===== config.mk =====
export PLATFORM = sky130hd
export DESIGN_NAME = sfe_frame_end
export DESIGN_NICKNAME = d
export VERILOG_FILES = /design/src/sfe_pkg.sv /design/src/sfe_frame_end.sv /design/src/sfe_ms_tick.sv /design/src/sfe_scb_decode.sv
export SDC_FILE = /design/constraint.sdc
export NUM_CORES = 1
export LEC_CHECK = 0
export BUFFER_PORTS_ARGS = -buffer_cell sky130_fd_sc_hd__buf_2
export CAP_MARGIN = 15
export CORE_MARGIN = 10
export CORE_UTILIZATION = 50
export CTS_CLUSTER_SIZE = 16
export DETAILED_ROUTE_END_ITERATION = 8
export PLACE_DENSITY = 0.7
export SLEW_MARGIN = 5
export SYNTH_ARGS = -nofsm -noshare
export SYNTH_HDL_FRONTEND = slang
export SYNTH_SLANG_ARGS = --single-unit

===== constraint.sdc =====
create_clock -name pclk -period 4.45 [get_ports pclk]
set_input_delay 0.445 -clock pclk [delete_from_list [all_inputs] [get_ports pclk]]
set_output_delay 0.445 -clock pclk [all_outputs]
set_load 0.02 [all_outputs]

===== src/sfe_pkg.sv =====
package sfe_pkg;

    // ****************************************************************
    // Clock and timing
    // ****************************************************************
    localparam int CLK_PERIOD_NS = 40;
    localparam int MS_NS         = 1000000;
    localparam int MS_CYCLES     = (MS_NS + CLK_PERIOD_NS - 1) / CLK_PERIOD_NS;

    // ****************************************************************
    // Register byte offsets
    // ****************************************************************
    localparam logic [7:0] OFF_CTRL   = 8'h00;
    localparam logic [7:0] OFF_STATUS = 8'h04;
    localparam logic [7:0] OFF_GAP    = 8'h08;
    localparam logic [7:0] OFF_RESP   = 8'h0c;
    localparam logic [7:0] OFF_FRAME  = 8'h10;
    localparam logic [7:0] OFF_REQGAP = 8'h14;
    localparam logic [7:0] OFF_SCB0   = 8'h18;
    localparam logic [7:0] OFF_SCB1   = 8'h1c;

    // ****************************************************************
    // Field positions
    // ****************************************************************
    localparam int CTRL_RECEIVE   = 0;
    localparam int ST_ACTIVE      = 0;
    localparam int ST_DONE        = 1;
    localparam int ST_TMO         = 2;
    localparam int ST_TMO_NOW     = 3;
    localparam int ST_STATE_LSB   = 4;
    localparam int FR_D1_LSB      = 0;
    localparam int FR_D2_LSB      = 8;
    localparam int FR_MODE_LSB    = 16;
    localparam int FR_LEN_LSB     = 24;

    // ****************************************************************
    // Reset values
    // ****************************************************************
    localparam logic [15:0] RST_GAP_MS    = 16'h0064;
    localparam logic [15:0] RST_RESP_MS   = 16'h03e8;
    localparam logic [7:0]  RST_DELIM1    = 8'h03;
    localparam logic [7:0]  RST_DELIM2    = 8'h00;
    localparam logic [7:0]  RST_FRAME_LEN = 8'h00;
    localparam logic [15:0] RST_REQGAP_MS = 16'h0000;
    localparam logic [63:0] RST_SCB       = 64'h0000_0000_0000_0001;

    // ****************************************************************
    // Types
    // ****************************************************************
    typedef enum logic [1:0] {
        EOF_GAP    = 2'b00,
        EOF_DELIM1 = 2'b01,
        EOF_DELIM2 = 2'b10,
        EOF_LENGTH = 2'b11
    } sfe_eof_e;

    typedef enum logic [1:0] {
        RX_IDLE  = 2'b00,
        RX_WAIT  = 2'b01,
        RX_FRAME = 2'b10,
        RX_DELIM = 2'b11
    } sfe_rx_e;

    typedef struct packed {
        logic [7:0]  server_addr;
        logic [3:0]  rd_count;
        logic [3:0]  wr_count;
        logic [7:0]  rd_func;
        logic [7:0]  wr_func;
        logic [15:0] rd_start;
        logic [15:0] wr_start;
    } sfe_scb_s;

    typedef struct packed {
        logic        valid;
        logic [7:0]  data;
    } sfe_char_s;

endpackage


===== src/sfe_frame_end.sv =====
`timescale 1ns/100ps
// Behaviour
// [RULE1] Sixteen-bit character gap limit in ms, reset value 100 ms.
// [RULE2] Sixteen-bit response deadline in ms; zero disables; default 1000 ms.
// [RULE3] Deadline count restarts each time software sets the receive bit.
// [RULE4] Timeout status pulses for one cycle when the deadline expires.
// [RULE5] After a timeout, software must set receive again before frames count.
// [RULE6] First delimiter compared only in one- or two-delimiter modes.
// [RULE7] Second delimiter, default zero, used only in two-delimiter mode.
// [RULE8] Minimum ms gap between client requests; zero means no wait.
// [RULE9] Config byte n is server address; n+1 packs read/write counts.
// [RULE10] Bytes n+2, n+3 are function codes; n+4..n+5 read start.
// [RULE11] Bytes n+6 and n+7 hold the write start address.
// [RULE12] In gap mode, a gap beyond the limit ends the frame.
// [RULE13] Mode codes: 0 gap, 1 one delimiter, 2 two, 3 fixed length.
// [RULE14] In each start address the lower offset holds the high byte.
module sfe_frame_end #(
    parameter int MS_CYCLES = sfe_pkg::MS_CYCLES
) (
    input  wire logic              pclk,       // Module clock, 25 MHz
    input  wire logic              presetn,    // Async reset, active low
    input  wire logic              psel,       // APB select
    input  wire logic              penable,    // APB access phase
    input  wire logic              pwrite,     // APB write
    input  wire logic [7:0]        paddr,      // APB byte address
    input  wire logic [31:0]       pwdata,     // APB write data
    output logic [31:0]            prdata,     // APB read data
    output logic                   pready,     // APB ready
    output logic                   pslverr,    // APB error, unmapped
    input  wire sfe_pkg::sfe_char_s rx_char,   // Received character strobe
    input  wire logic              req_want,   // Client wants to send
    output logic                   req_go,     // Request may go now
    output logic                   frame_end,  // Frame complete pulse
    output logic                   timeout,    // Deadline expiry pulse
    output logic                   rx_active,  // Receive sequence running
    output sfe_pkg::sfe_scb_s      scb_cfg     // Decoded server config
);

    // ****************************************************************
    // State
    // ****************************************************************
    typedef struct packed {
        logic [15:0]      gap_lim;
        logic [15:0]      resp_lim;
        logic [7:0]       delim1;
        logic [7:0]       delim2;
        sfe_pkg::sfe_eof_e mode;
        logic [7:0]       flen;
        logic [15:0]      req_gap;
        logic [63:0]      scb;
        sfe_pkg::sfe_rx_e rx;
        logic [15:0]      resp_cnt;
        logic [15:0]      gap_cnt;
        logic [7:0]       len_cnt;
        logic [15:0]      req_cnt;
        logic             done_flag;
        logic             tmo_flag;
        logic             tmo_pulse;
        logic             end_pulse;
        logic [31:0]      prdata;
    } sfe_state_s;

    sfe_state_s r;
    sfe_state_s next_r;
    logic       ms_tick;
    logic       wr_acc;
    logic       rd_setup;
    logic       mapped;
    logic       start;
    logic       listening;
    logic       go_ok;
    logic       hit_d1;

    function automatic logic sfe_hit(input logic [7:0] a,
                                     input logic [7:0] off);
        sfe_hit = (a == off);
    endfunction

    sfe_ms_tick #(
        .CYCLES  (MS_CYCLES)
    ) u_tick (
        .pclk    (pclk),
        .presetn (presetn),
        .tick    (ms_tick)
    );

    sfe_scb_decode u_scb (
        .scb (r.scb),
        .cfg (scb_cfg)
    );

    // ****************************************************************
    // APB decode
    // ****************************************************************
    always_comb begin
        mapped = sfe_hit(paddr, sfe_pkg::OFF_CTRL)
              || sfe_hit(paddr, sfe_pkg::OFF_STATUS)
              || sfe_hit(paddr, sfe_pkg::OFF_GAP)
              || sfe_hit(paddr, sfe_pkg::OFF_RESP)
              || sfe_hit(paddr, sfe_pkg::OFF_FRAME)
              || sfe_hit(paddr, sfe_pkg::OFF_REQGAP)
              || sfe_hit(paddr, sfe_pkg::OFF_SCB0)
              || sfe_hit(paddr, sfe_pkg::OFF_SCB1);
    end

    // Zero wait states: read data is latched in the setup cycle
    assign pready   = 1'b1;
    assign pslverr  = psel && penable && !mapped;
    assign wr_acc   = psel && penable && pwrite && mapped;
    assign rd_setup = psel && !penable && !pwrite;
    assign start    = wr_acc && sfe_hit(paddr, sfe_pkg::OFF_CTRL)
                   && pwdata[sfe_pkg::CTRL_RECEIVE];
    // Characters outside a receive sequence are dropped
    assign listening = (r.rx != sfe_pkg::RX_IDLE);              // [RULE5]
    assign hit_d1    = (rx_char.data == r.delim1);
    assign go_ok     = (r.req_gap == 16'h0000)
                    || (r.req_cnt >= r.req_gap);                // [RULE8]
    assign req_go    = req_want && go_ok;

    // ****************************************************************
    // Next state
    // ****************************************************************
    always_comb begin
        next_r = r;
        next_r.tmo_pulse = 1'b0;
        next_r.end_pulse = 1'b0;

        // Register writes
        if (wr_acc) begin
            case (paddr)
                sfe_pkg::OFF_GAP:    next_r.gap_lim  = pwdata[15:0]; // [RULE1]
                sfe_pkg::OFF_RESP:   next_r.resp_lim = pwdata[15:0]; // [RULE2]
                sfe_pkg::OFF_FRAME: begin
                    next_r.delim1 = pwdata[sfe_pkg::FR_D1_LSB +: 8];  // [RULE6]
                    next_r.delim2 = pwdata[sfe_pkg::FR_D2_LSB +: 8];  // [RULE7]
                    next_r.mode   = sfe_pkg::sfe_eof_e'(
                        pwdata[sfe_pkg::FR_MODE_LSB +: 2]);           // [RULE13]
                    next_r.flen   = pwdata[sfe_pkg::FR_LEN_LSB +: 8];
                end
                sfe_pkg::OFF_REQGAP: next_r.req_gap  = pwdata[15:0]; // [RULE8]
                sfe_pkg::OFF_SCB0:   next_r.scb[31:0]  = pwdata;
                sfe_pkg::OFF_SCB1:   next_r.scb[63:32] = pwdata;
                sfe_pkg::OFF_STATUS: begin
                    if (pwdata[sfe_pkg::ST_DONE]) begin
                        next_r.done_flag = 1'b0;
                    end
                    if (pwdata[sfe_pkg::ST_TMO]) begin
                        next_r.tmo_flag = 1'b0;
                    end
                end
                default: ;
            endcase
        end

        // Request pacing counter saturates so long idle spells stay open
        if (req_go) begin
            next_r.req_cnt = 16'h0000;
        end else if (ms_tick && r.req_cnt != 16'hffff) begin
            next_r.req_cnt = r.req_cnt + 16'h0001;
        end

        // Receive sequence
        if (start) begin
            next_r.rx       = sfe_pkg::RX_WAIT;                 // [RULE3] [RULE5]
            next_r.resp_cnt = 16'h0000;                         // [RULE3]
            next_r.gap_cnt  = 16'h0000;
            next_r.len_cnt  = 8'h00;
        end else if (listening) begin
            if (ms_tick) begin
                next_r.resp_cnt = r.resp_cnt + 16'h0001;
                if (r.rx != sfe_pkg::RX_WAIT) begin
                    next_r.gap_cnt = r.gap_cnt + 16'h0001;
                end
            end
            if (rx_char.valid) begin
                next_r.gap_cnt = 16'h0000;
                next_r.len_cnt = r.len_cnt + 8'h01;
                next_r.rx      = sfe_pkg::RX_FRAME;
                case (r.mode)
                    sfe_pkg::EOF_DELIM1: begin
                        if (hit_d1) begin                       // [RULE6] [RULE13]
                            next_r.end_pulse = 1'b1;
                        end
                    end
                    sfe_pkg::EOF_DELIM2: begin
                        if (r.rx == sfe_pkg::RX_DELIM
                            && rx_char.data == r.delim2) begin  // [RULE7]
                            next_r.end_pulse = 1'b1;
                        end else if (hit_d1) begin              // [RULE6]
                            next_r.rx = sfe_pkg::RX_DELIM;
                        end
                    end
                    sfe_pkg::EOF_LENGTH: begin
                        if (r.len_cnt + 8'h01 == r.flen) begin  // [RULE13]
                            next_r.end_pulse = 1'b1;
                        end
                    end
                    default: ;
                endcase
            end else if (r.mode == sfe_pkg::EOF_GAP
                         && r.rx != sfe_pkg::RX_WAIT && ms_tick
                         && r.gap_cnt + 16'h0001 >= r.gap_lim) begin
                next_r.end_pulse = 1'b1;                        // [RULE12]
            end
            // Frame end wins over an expiry in the same cycle
            if (!next_r.end_pulse && r.resp_lim != 16'h0000     // [RULE2]
                && ms_tick && r.resp_cnt + 16'h0001 >= r.resp_lim) begin
                next_r.tmo_pulse = 1'b1;                        // [RULE4]
            end
            if (next_r.end_pulse || next_r.tmo_pulse) begin
                next_r.rx = sfe_pkg::RX_IDLE;                   // [RULE5]
            end
        end

        // Hardware set beats a software clear in the same cycle
        if (next_r.end_pulse) begin
            next_r.done_flag = 1'b1;
        end
        if (next_r.tmo_pulse) begin
            next_r.tmo_flag = 1'b1;
        end

        // Read data
        if (rd_setup) begin
            next_r.prdata = 32'h0000_0000;
            case (paddr)
                sfe_pkg::OFF_STATUS: begin
                    next_r.prdata[sfe_pkg::ST_ACTIVE]  = listening;
                    next_r.prdata[sfe_pkg::ST_DONE]    = r.done_flag;
                    next_r.prdata[sfe_pkg::ST_TMO]     = r.tmo_flag;
                    next_r.prdata[sfe_pkg::ST_TMO_NOW] = r.tmo_pulse;
                    next_r.prdata[sfe_pkg::ST_STATE_LSB +: 2] = r.rx;
                end
                sfe_pkg::OFF_GAP:    next_r.prdata[15:0] = r.gap_lim;
                sfe_pkg::OFF_RESP:   next_r.prdata[15:0] = r.resp_lim;
                sfe_pkg::OFF_FRAME:
                    next_r.prdata = {r.flen, 6'h00, r.mode,
                                     r.delim2, r.delim1};
                sfe_pkg::OFF_REQGAP: next_r.prdata[15:0] = r.req_gap;
                sfe_pkg::OFF_SCB0:   next_r.prdata = r.scb[31:0];
                sfe_pkg::OFF_SCB1:   next_r.prdata = r.scb[63:32];
                default: ;
            endcase
        end
    end

    always_ff @(posedge pclk or negedge presetn) begin
        if (!presetn) begin
            r          <= '0;
            r.gap_lim  <= sfe_pkg::RST_GAP_MS;                  // [RULE1]
            r.resp_lim <= sfe_pkg::RST_RESP_MS;                 // [RULE2]
            r.delim1   <= sfe_pkg::RST_DELIM1;
            r.delim2   <= sfe_pkg::RST_DELIM2;                  // [RULE7]
            r.mode     <= sfe_pkg::EOF_GAP;
            r.flen     <= sfe_pkg::RST_FRAME_LEN;
            r.req_gap  <= sfe_pkg::RST_REQGAP_MS;
            r.scb      <= sfe_pkg::RST_SCB;
            r.rx       <= sfe_pkg::RX_IDLE;
        end else begin
            r <= next_r;
        end
    end

    assign prdata    = r.prdata;
    assign frame_end = r.end_pulse;
    assign timeout   = r.tmo_pulse;
    assign rx_active = listening;
endmodule


===== src/sfe_ms_tick.sv =====
`timescale 1ns/100ps
module sfe_ms_tick #(
    parameter int CYCLES = sfe_pkg::MS_CYCLES
) (
    input  wire logic pclk,     // Module clock
    input  wire logic presetn,  // Async reset, active low
    output logic      tick      // One-cycle pulse each millisecond
);
    localparam int W = (CYCLES > 1) ? $clog2(CYCLES) : 1;

    typedef struct packed {
        logic [W-1:0] cnt;
        logic         tick;
    } sfe_tick_s;

    sfe_tick_s r;
    sfe_tick_s next_r;

    always_comb begin
        next_r = r;
        next_r.tick = 1'b0;
        if (r.cnt == W'(CYCLES - 1)) begin
            next_r.cnt  = '0;
            next_r.tick = 1'b1;
        end else begin
            next_r.cnt = r.cnt + W'(1);
        end
    end

    always_ff @(posedge pclk or negedge presetn) begin
        if (!presetn) begin
            r <= '0;
        end else begin
            r <= next_r;
        end
    end

    assign tick = r.tick;
endmodule


===== src/sfe_scb_decode.sv =====
`timescale 1ns/100ps
module sfe_scb_decode (
    input  wire logic [63:0]     scb,  // Byte n at bits 7:0, n+7 at 63:56
    output sfe_pkg::sfe_scb_s    cfg   // Decoded server fields
);
    logic [7:0] cnt_byte;

    function automatic logic [7:0] sfe_byte(input logic [63:0] b,
                                            input int k);
        sfe_byte = b[8*k +: 8];
    endfunction

    always_comb begin
        cnt_byte        = sfe_byte(scb, 1);
        cfg.server_addr = sfe_byte(scb, 0);                    // [RULE9]
        cfg.rd_count    = cnt_byte[7:4];                       // [RULE9]
        cfg.wr_count    = cnt_byte[3:0];                       // [RULE9]
        cfg.rd_func     = sfe_byte(scb, 2);                    // [RULE10]
        cfg.wr_func     = sfe_byte(scb, 3);                    // [RULE10]
        // Lower offset holds the high byte
        cfg.rd_start = {sfe_byte(scb, 4),                      // [RULE14]
                        sfe_byte(scb, 5)};                     // [RULE10]
        cfg.wr_start = {sfe_byte(scb, 6),                      // [RULE14]
                        sfe_byte(scb, 7)};                     // [RULE11]
    end
endmodule


==> results of run 1 <==
[state kept, by name (all words and copies together) (netlist names)]
| signal | cells |
|---|---|
| frame_end | 1 |
| r | 198 |
| timeout | 1 |
| u_tick.r | 15 |
| prdata | 32 |
| u_tick.tick | 1 |
[per-stage QoR]
stage	worst slack [ns]	area, sq um	utilization [%]	hold slack [ns]	cells
6_report	0.685	14700	55.0	0.0168	1739
5_1_grt	0.279	14700	55.0	0.116	1739
3_3_place_gp	0.872	13800	51.6	0.446	1690
2_1_floorplan	1.29	13500	-	0.149	1334
3_5_place_dp	0.737	13800	51.6	0.465	1690
4_1_cts	0.714	14700	55.0	0.0780	1739
[worst max-delay path, stage by stage, from the launching register on]
cell and delay, ns:
dfrtp_1 0.45, and4_1 0.27, nand4_1 0.24, nor3_1 0.53, nand3_1 0.23, xnor2_1 0.17
ha_1 0.29, a21o_1 0.19, a21o_1 0.17, a21oi_1 0.12, or2_2 0.11, o211ai_1 0.10
a41oi_1 0.47, nor4b_1 0.30
[report_power, final]
part           switching [mW]  internal (mW)
logic                   0.324          0.175
clock network           0.907           1.40
registers              0.0762           2.32
total                    1.31           3.89
[synthesized netlist by cell type, types with 4 or more instances]
| library cell | count |
|---|---|
| ha_1 | 53 |
| a222oi_1 | 10 |
| o21ai_0 | 92 |
| dfstp_2 | 12 |
| nor3_1 | 16 |
| a211oi_1 | 7 |
| o31ai_1 | 6 |
| xnor2_1 | 54 |
| a22o_1 | 22 |
| a21o_1 | 8 |
| nand4_1 | 21 |
| xor2_1 | 40 |
| buf_2 | 17 |
| nor2b_1 | 9 |
| a22oi_1 | 16 |
| nand2_1 | 127 |
| nor2_1 | 110 |
| or3_1 | 6 |
| dfrtp_1 | 236 |
| mux2_1 | 5 |
| nand2b_1 | 4 |
| buf_4 | 103 |
| a21oi_1 | 31 |
| nor4_1 | 11 |
| clkbuf_1 | 26 |
| and3_1 | 17 |
| mux2_2 | 88 |
| a221oi_1 | 18 |
| inv_1 | 53 |
| o211ai_1 | 6 |
| nor4b_1 | 4 |
| a31oi_1 | 13 |
| buf_6 | 8 |
| o21ai_1 | 9 |
| mux2i_1 | 7 |
| nand3_1 | 32 |
| o21a_1 | 4 |
[area by class of cell]
| type | instances | area (sq um) |
|---|---|---|
| sequential | 248 | 6220 |
| multi-input combinational | 877 | 6030 |
| clock buffer | 40 | 754 |
| clock inverter | 9 | 151 |
| timing repair buffer | 170 | 911 |
| fill | 2335 | 12000 |
| tap | 341 | 427 |
| inverter | 54 | 203 |
[kinds of logic (layout without fill, tap and decap cells)]
kind of cell | after synthesis | after routing
adder cells (fa/ha/maj) | 53 | 53
AO/OA/AOI/OAI | 250 | 250
other | 1 | 1
AND/OR/NAND/NOR | 379 | 379
flip-flops | 248 | 248
buffers and inverters | 209 | 273
XOR/XNOR | 94 | 94
multiplexers | 100 | 100
[path summary, 6_finish.rpt]
kind,depth (start not counted),endpoint,from
max in group asynchronous,2,r[222],presetn
min reg2reg,1,u_tick.r[1],u_tick.r[1]
max reg2reg,13,r[93],r[62]
max,13,r[93],r[62]
min in group pclk,2,r[121],pwdata[27]
min,1,r[78],presetn
[layer usage]
metal | wire length [um] | global-route usage (%) | vias up
li1 | - | - | 4679
met4 | 958 | 6.39 | 2
met3 | 2990 | 5.12 | 68
met2 | 16400 | 33.5 | 361
met5 | 8 | 0 | -
met1 | 15300 | 27.8 | 4896
==> flow_summary_export.csv, run 1 <==
group,metric,value,unit
synth,synth_ff_type,"dfrtp_1",
synth,synthArstFlopShare,100,%
power_and_ir_drop,power_leakage,7.14,nW
timing,rsz0062_at_grt,"false",
worst_setup_path,start_kind,"flop",
route,detail-route-antenna-nets,0,
final_layout,final_cell_mix,"236 x dfrtp_1, 154 x buf_2, 127 x nand2_1",
floorplanning,die_w,184,um
synth,yosysUniqueCellTypes,59,
worst_setup_path,required,4.88,ns
floorplanning,ios,157,
global_route,grt_pass1_vias,10100,
floorplanning,coreArea,26700,sq um
clock_tree,cts_inserted_buffers,27,
worst_setup_path,crit_type,"reg -> reg",
placed_design,port_buffers,155,
synth,synth_compound_area_share,12.0,%
synth,synth_nets,1442,
timing,clock-skew-final,0.0201,ns
power_and_ir_drop,peakVddDrop,239,uV
synth,synthAdderAreaFrac,4.92,%
clock_tree,htree_levels,1,
flow_run,drv_cap,0,
route,remaining_drc_errors,0,
synth,synth_edf_count,0,
clock_tree,cts_tree,"yes",
synth,synth_top_area_cell,"dfrtp_1",
global_route,grt_pass1_wl,56900,um
floorplanning,die_h,184,um
timing,tightest_slew,1.11,ns
route,drt-pass1-iter-count,6,
synth,yosysWarnings,0,
clock_tree,clkLatencyLatePin,0.54,ns
route,wl_per_cell,20.5,um
placed_design,place.gp.congestion,0.911,
power_and_ir_drop,power_density,354,nW/um^2
placed_design,hpwlAfterDp,25600,um
floorplanning,die_area,34000,sq um
worst_setup_path,cp_max_fo,7,
clock_tree,clockRootBuffer,"clkbuf_16",
synth,synthCells,1334,
timing,final.min_clock_period,3.77,ns
route,vias_per_cell,5.75,
clock_tree,clk_path_buf_depth,3,
clock_tree,clk_pin_slew,0.06,ns
final_layout,fin_nets,1486,
global_route,grt_overflow_total,0,
hold_path,hp-class,"in -> async",
timing,final-setup-viol-count,0,
timing,slew_headroom,25.7,%
timing,hold_viol_final,0,
route,via_count,10000,
clock_tree,postCtsHoldBufs,0,
global_route,grt_max_degree,128,
synth,synth_area_per_cell,10.1,sq um
route,first_iter_violations,932,
timing,fmax,266,MHz
power_and_ir_drop,total_power,5.20,mW
final_layout,mostFrequentLayoutCell,"dfrtp_1",
final_layout,diodes,0,
final_layout,drive_above_1_share,23.2,%
final_layout,syn_to_final_growth,8.95,%
synth,synth_top_family_by_area,"simple AND/OR/NAND/NOR gates",
synth,synth_top_area_share,43.8,%
floorplanning,rows,60,
synth,synth-seq-cells,248,
clock_tree,post-cts-setup-buffer-count,0,
global_route,antenna_found_initial,1,
timing,min_period_over_period,84.6,%
worst_setup_path,r2r_slack,0.68,ns
timing,finalMaxSlewViolations,0,
timing,fin_setup_tns,0,ns
global_route,track_usage,21.0,%
synth,ys_seq_area_share,46.1,%
worst_setup_path,cp-end-kind,"flop",
synth,synth_area_leaders,"dfrtp_1 44%, mux2_2 7.3%, buf_4 5.7%",
clock_tree,cts.sink_count,248,
outcome,status,"finished clean",
synth,synth_area,13500,sq um
floorplanning,start_util,50.5,%
synth,synthXorXnorAreaFrac,6.10,%
synth,synthMuxAreaShare,8.28,%
worst_setup_path,worst_ep_arrival_time,4.19,ns
route,wirelength,35700,um
clock_tree,postCtsResizedCells,0,
synth,yosys.area_share.simple,13.3,%
No activity file was read; power rests on OpenSTA's default activity.
==> run 2: changes to the inputs <==
- PLACE_DENSITY: 0.7 -> 0.73
- clock period: 4.45 -> 3.24 ns (I/O delays scaled with it)
==> run 2 against run 1 <==
Critical path type unchanged. Register-to-register slack got worse by 0.51 ns. Setup slack got worse by 0.51 ns. Non-clock buffer count rose by 19. Maximum frequency rose by 23%. Flip-flop and latch count did not move. Wire length rose by 0.88%. Clock power rose by 40%. Via count rose by 2.3%. First-iteration DRC count fell by 5.7%.
==> flow_summary_export.csv, run 2 (synthesis gave the netlist of run 1 again) <==
group,metric,value,unit
final_layout,regMostFlops,"r",
route,detail-route-antenna-nets,0,
timing,rsz0062_at_grt,"true",
power_and_ir_drop,internal-power,5.39,mW
timing,fmax,326,MHz
placed_design,dp_cells,1705,
power_and_ir_drop,power_leakage,7.28,nW
floorplanning,die_h,184,um
global_route,grt_pass1_vias,10100,
placed_design,port_buffers,155,
worst_setup_path,crit_type,"reg -> reg",
hold_path,hp-class,"in -> reg",
clock_tree,cts_tree,"yes",
timing,tightest_slew,0.985,ns
clock_tree,clockRootBuffer,"clkbuf_16",
route,wl_per_cell,20.4,um
worst_setup_path,required,3.68,ns
route,vias_per_cell,5.81,
clock_tree,post-cts-setup-buffer-count,0,
final_layout,fillers,2251,
placed_design,hpwlAfterDp,26000,um
route,via_count,10200,
power_and_ir_drop,swShare,25.5,%
timing,slew_headroom,34.1,%
clock_tree,clk_pin_slew,0.06,ns
worst_setup_path,startpoint,"r[63]",
outcome,status,"finished clean",
timing,final-setup-viol-count,0,
timing,clock-skew-final,0.0293,ns
final_layout,final_cell_mix,"236 x dfrtp_1, 155 x buf_2, 127 x nand2_1",
clock_tree,cts.sink_count,248,
clock_tree,clk_path_buf_depth,3,
timing,layout_setup_ws,0.174,ns
power_and_ir_drop,peakVddDrop,376,uV
worst_setup_path,start_kind,"flop",
timing,finalMaxSlewViolations,0,
worst_setup_path,cp_max_fo,6,
power_and_ir_drop,p_clk_share,44.6,%
route,remaining_drc_errors,0,
global_route,track_usage,20.6,%
worst_setup_path,worst_ep_arrival_time,3.50,ns
route,first_iter_violations,879,
final_layout,area.sequential,6220,sq um
global_route,antenna_found_initial,2,
global_route,grt_overflow_total,0,
timing,hold_viol_final,0,
floorplanning,die_w,184,um
final_layout,fin_nets,1505,
final_layout,drive_above_1_share,25.1,%
power_and_ir_drop,comb_power_share,9.9,%
hold_path,hold_start,"pwdata[21]",
placed_design,place.gp.congestion,0.971,
floorplanning,die_area,34000,sq um
clock_tree,htree_levels,1,
final_layout,multi_input_area,6090,sq um
power_and_ir_drop,p_seq_share,45.5,%
worst_setup_path,cp-end-kind,"flop",
global_route,grt_pass1_wl,56000,um
power_and_ir_drop,power_density,483,nW/um^2
final_layout,largest_reg_flops,198,
placed_design,dpl_worst_slack,0.0386,ns
floorplanning,ios,157,
floorplanning,rows,60,
route,drt-pass1-iter-count,5,
flow_run,drv_cap,0,
final_layout,mostFrequentLayoutCell,"dfrtp_1",
timing,min_period_over_period,94.6,%
clock_tree,clkLatencyLatePin,0.56,ns
floorplanning,start_util,50.5,%
worst_setup_path,rr_startpoint,"r[63]",
final_layout,syn_to_final_growth,11.0,%
clock_tree,cts_inserted_buffers,27,
power_and_ir_drop,p_switching,1.85,mW
final_layout,final_cells,1760,
timing,final.min_clock_period,3.07,ns
route,wirelength,36000,um
global_route,grt_max_degree,98,
floorplanning,coreArea,26700,sq um
run 2: repair_timing:
item / 4_1_cts / 5_1_grt
hold endpoints to repair: 83 / 0
hold buffers: 3 / 0
gates resized for setup: 0 / 13
endpoints found under the setup margin: 0 / 6
run 2: worst paths after layout:
path	depth (start not counted)	slack [ns]	to
max	14	0.17	r[93]
min	2	0.02	r[115]
max reg2reg	14	0.17	r[93]
min reg2reg	1	0.46	u_tick.r[1]
max in group asynchronous	3	1.98	r[98]
min in group asynchronous	2	0.39	r[80]
run 2: metrics by stage:
stage / total power [mW] / utilization, % / hold slack [ns] / area (sq um) / setup TNS [ns]
after floorplan: 3.76 / - / 0.0284 / 13500 / 0
after global placement: 4.02 / 52.2 / 0.417 / 13900 / 0
after detailed placement: 4.04 / 52.2 / 0.422 / 13900 / 0
after CTS: 7.27 / 55.8 / 0.00211 / 14900 / 0
after global routing: 7.50 / 56.0 / 0.0168 / 15000 / -0.0103
final: 7.24 / 56.0 / 0.0178 / 15000 / 0
run 2: power by group through the flow:
stage / clock network (mW) / logic, mW / registers, mW
global route: 3.40 / 0.794 / 3.30
CTS: 3.28 / 0.704 / 3.29
finish: 3.23 / 0.716 / 3.29
detailed placement: 0 / 0.696 / 3.34
global placement: 0 / 0.678 / 3.34
floorplan: 0 / 0.452 / 3.31
run 2: final cells by class:
type                            instances  area share (%)
Clock inverter                         14            1.30
Sequential cell                       248            41.5
Tap cell                              341            2.85
Multi-Input combinational cell        877            40.6
Antenna cell                            1          0.0167
Clock buffer                           36            5.00
Timing Repair Buffer                  189            7.32
Inverter                               54            1.35
run 2: routing by layer:
layer / wire [um] / track usage, % / up-vias
met1: 15200 / 27.1 / 5055
li1: - / - / 4716
met3: 3040 / 4.63 / 67
met4: 935 / 5.60 / 2
met5: 11 / 0 / -
met2: 16800 / 33.6 / 394
run 2: worst max-delay path, cell delays in order, from the launching register on:
cell and delay, ns:
dfrtp_1 0.41, and4_4 0.25, nand4_1 0.14, buf_4 0.19
nor2_1 0.12, xor2_1 0.23, ha_1 0.29, a21o_1 0.18
a21oi_1 0.15, o21ai_1 0.09, a41oi_2 0.20, o211ai_1 0.12
a41oi_2 0.22, buf_4 0.18, nor4b_4 0.20
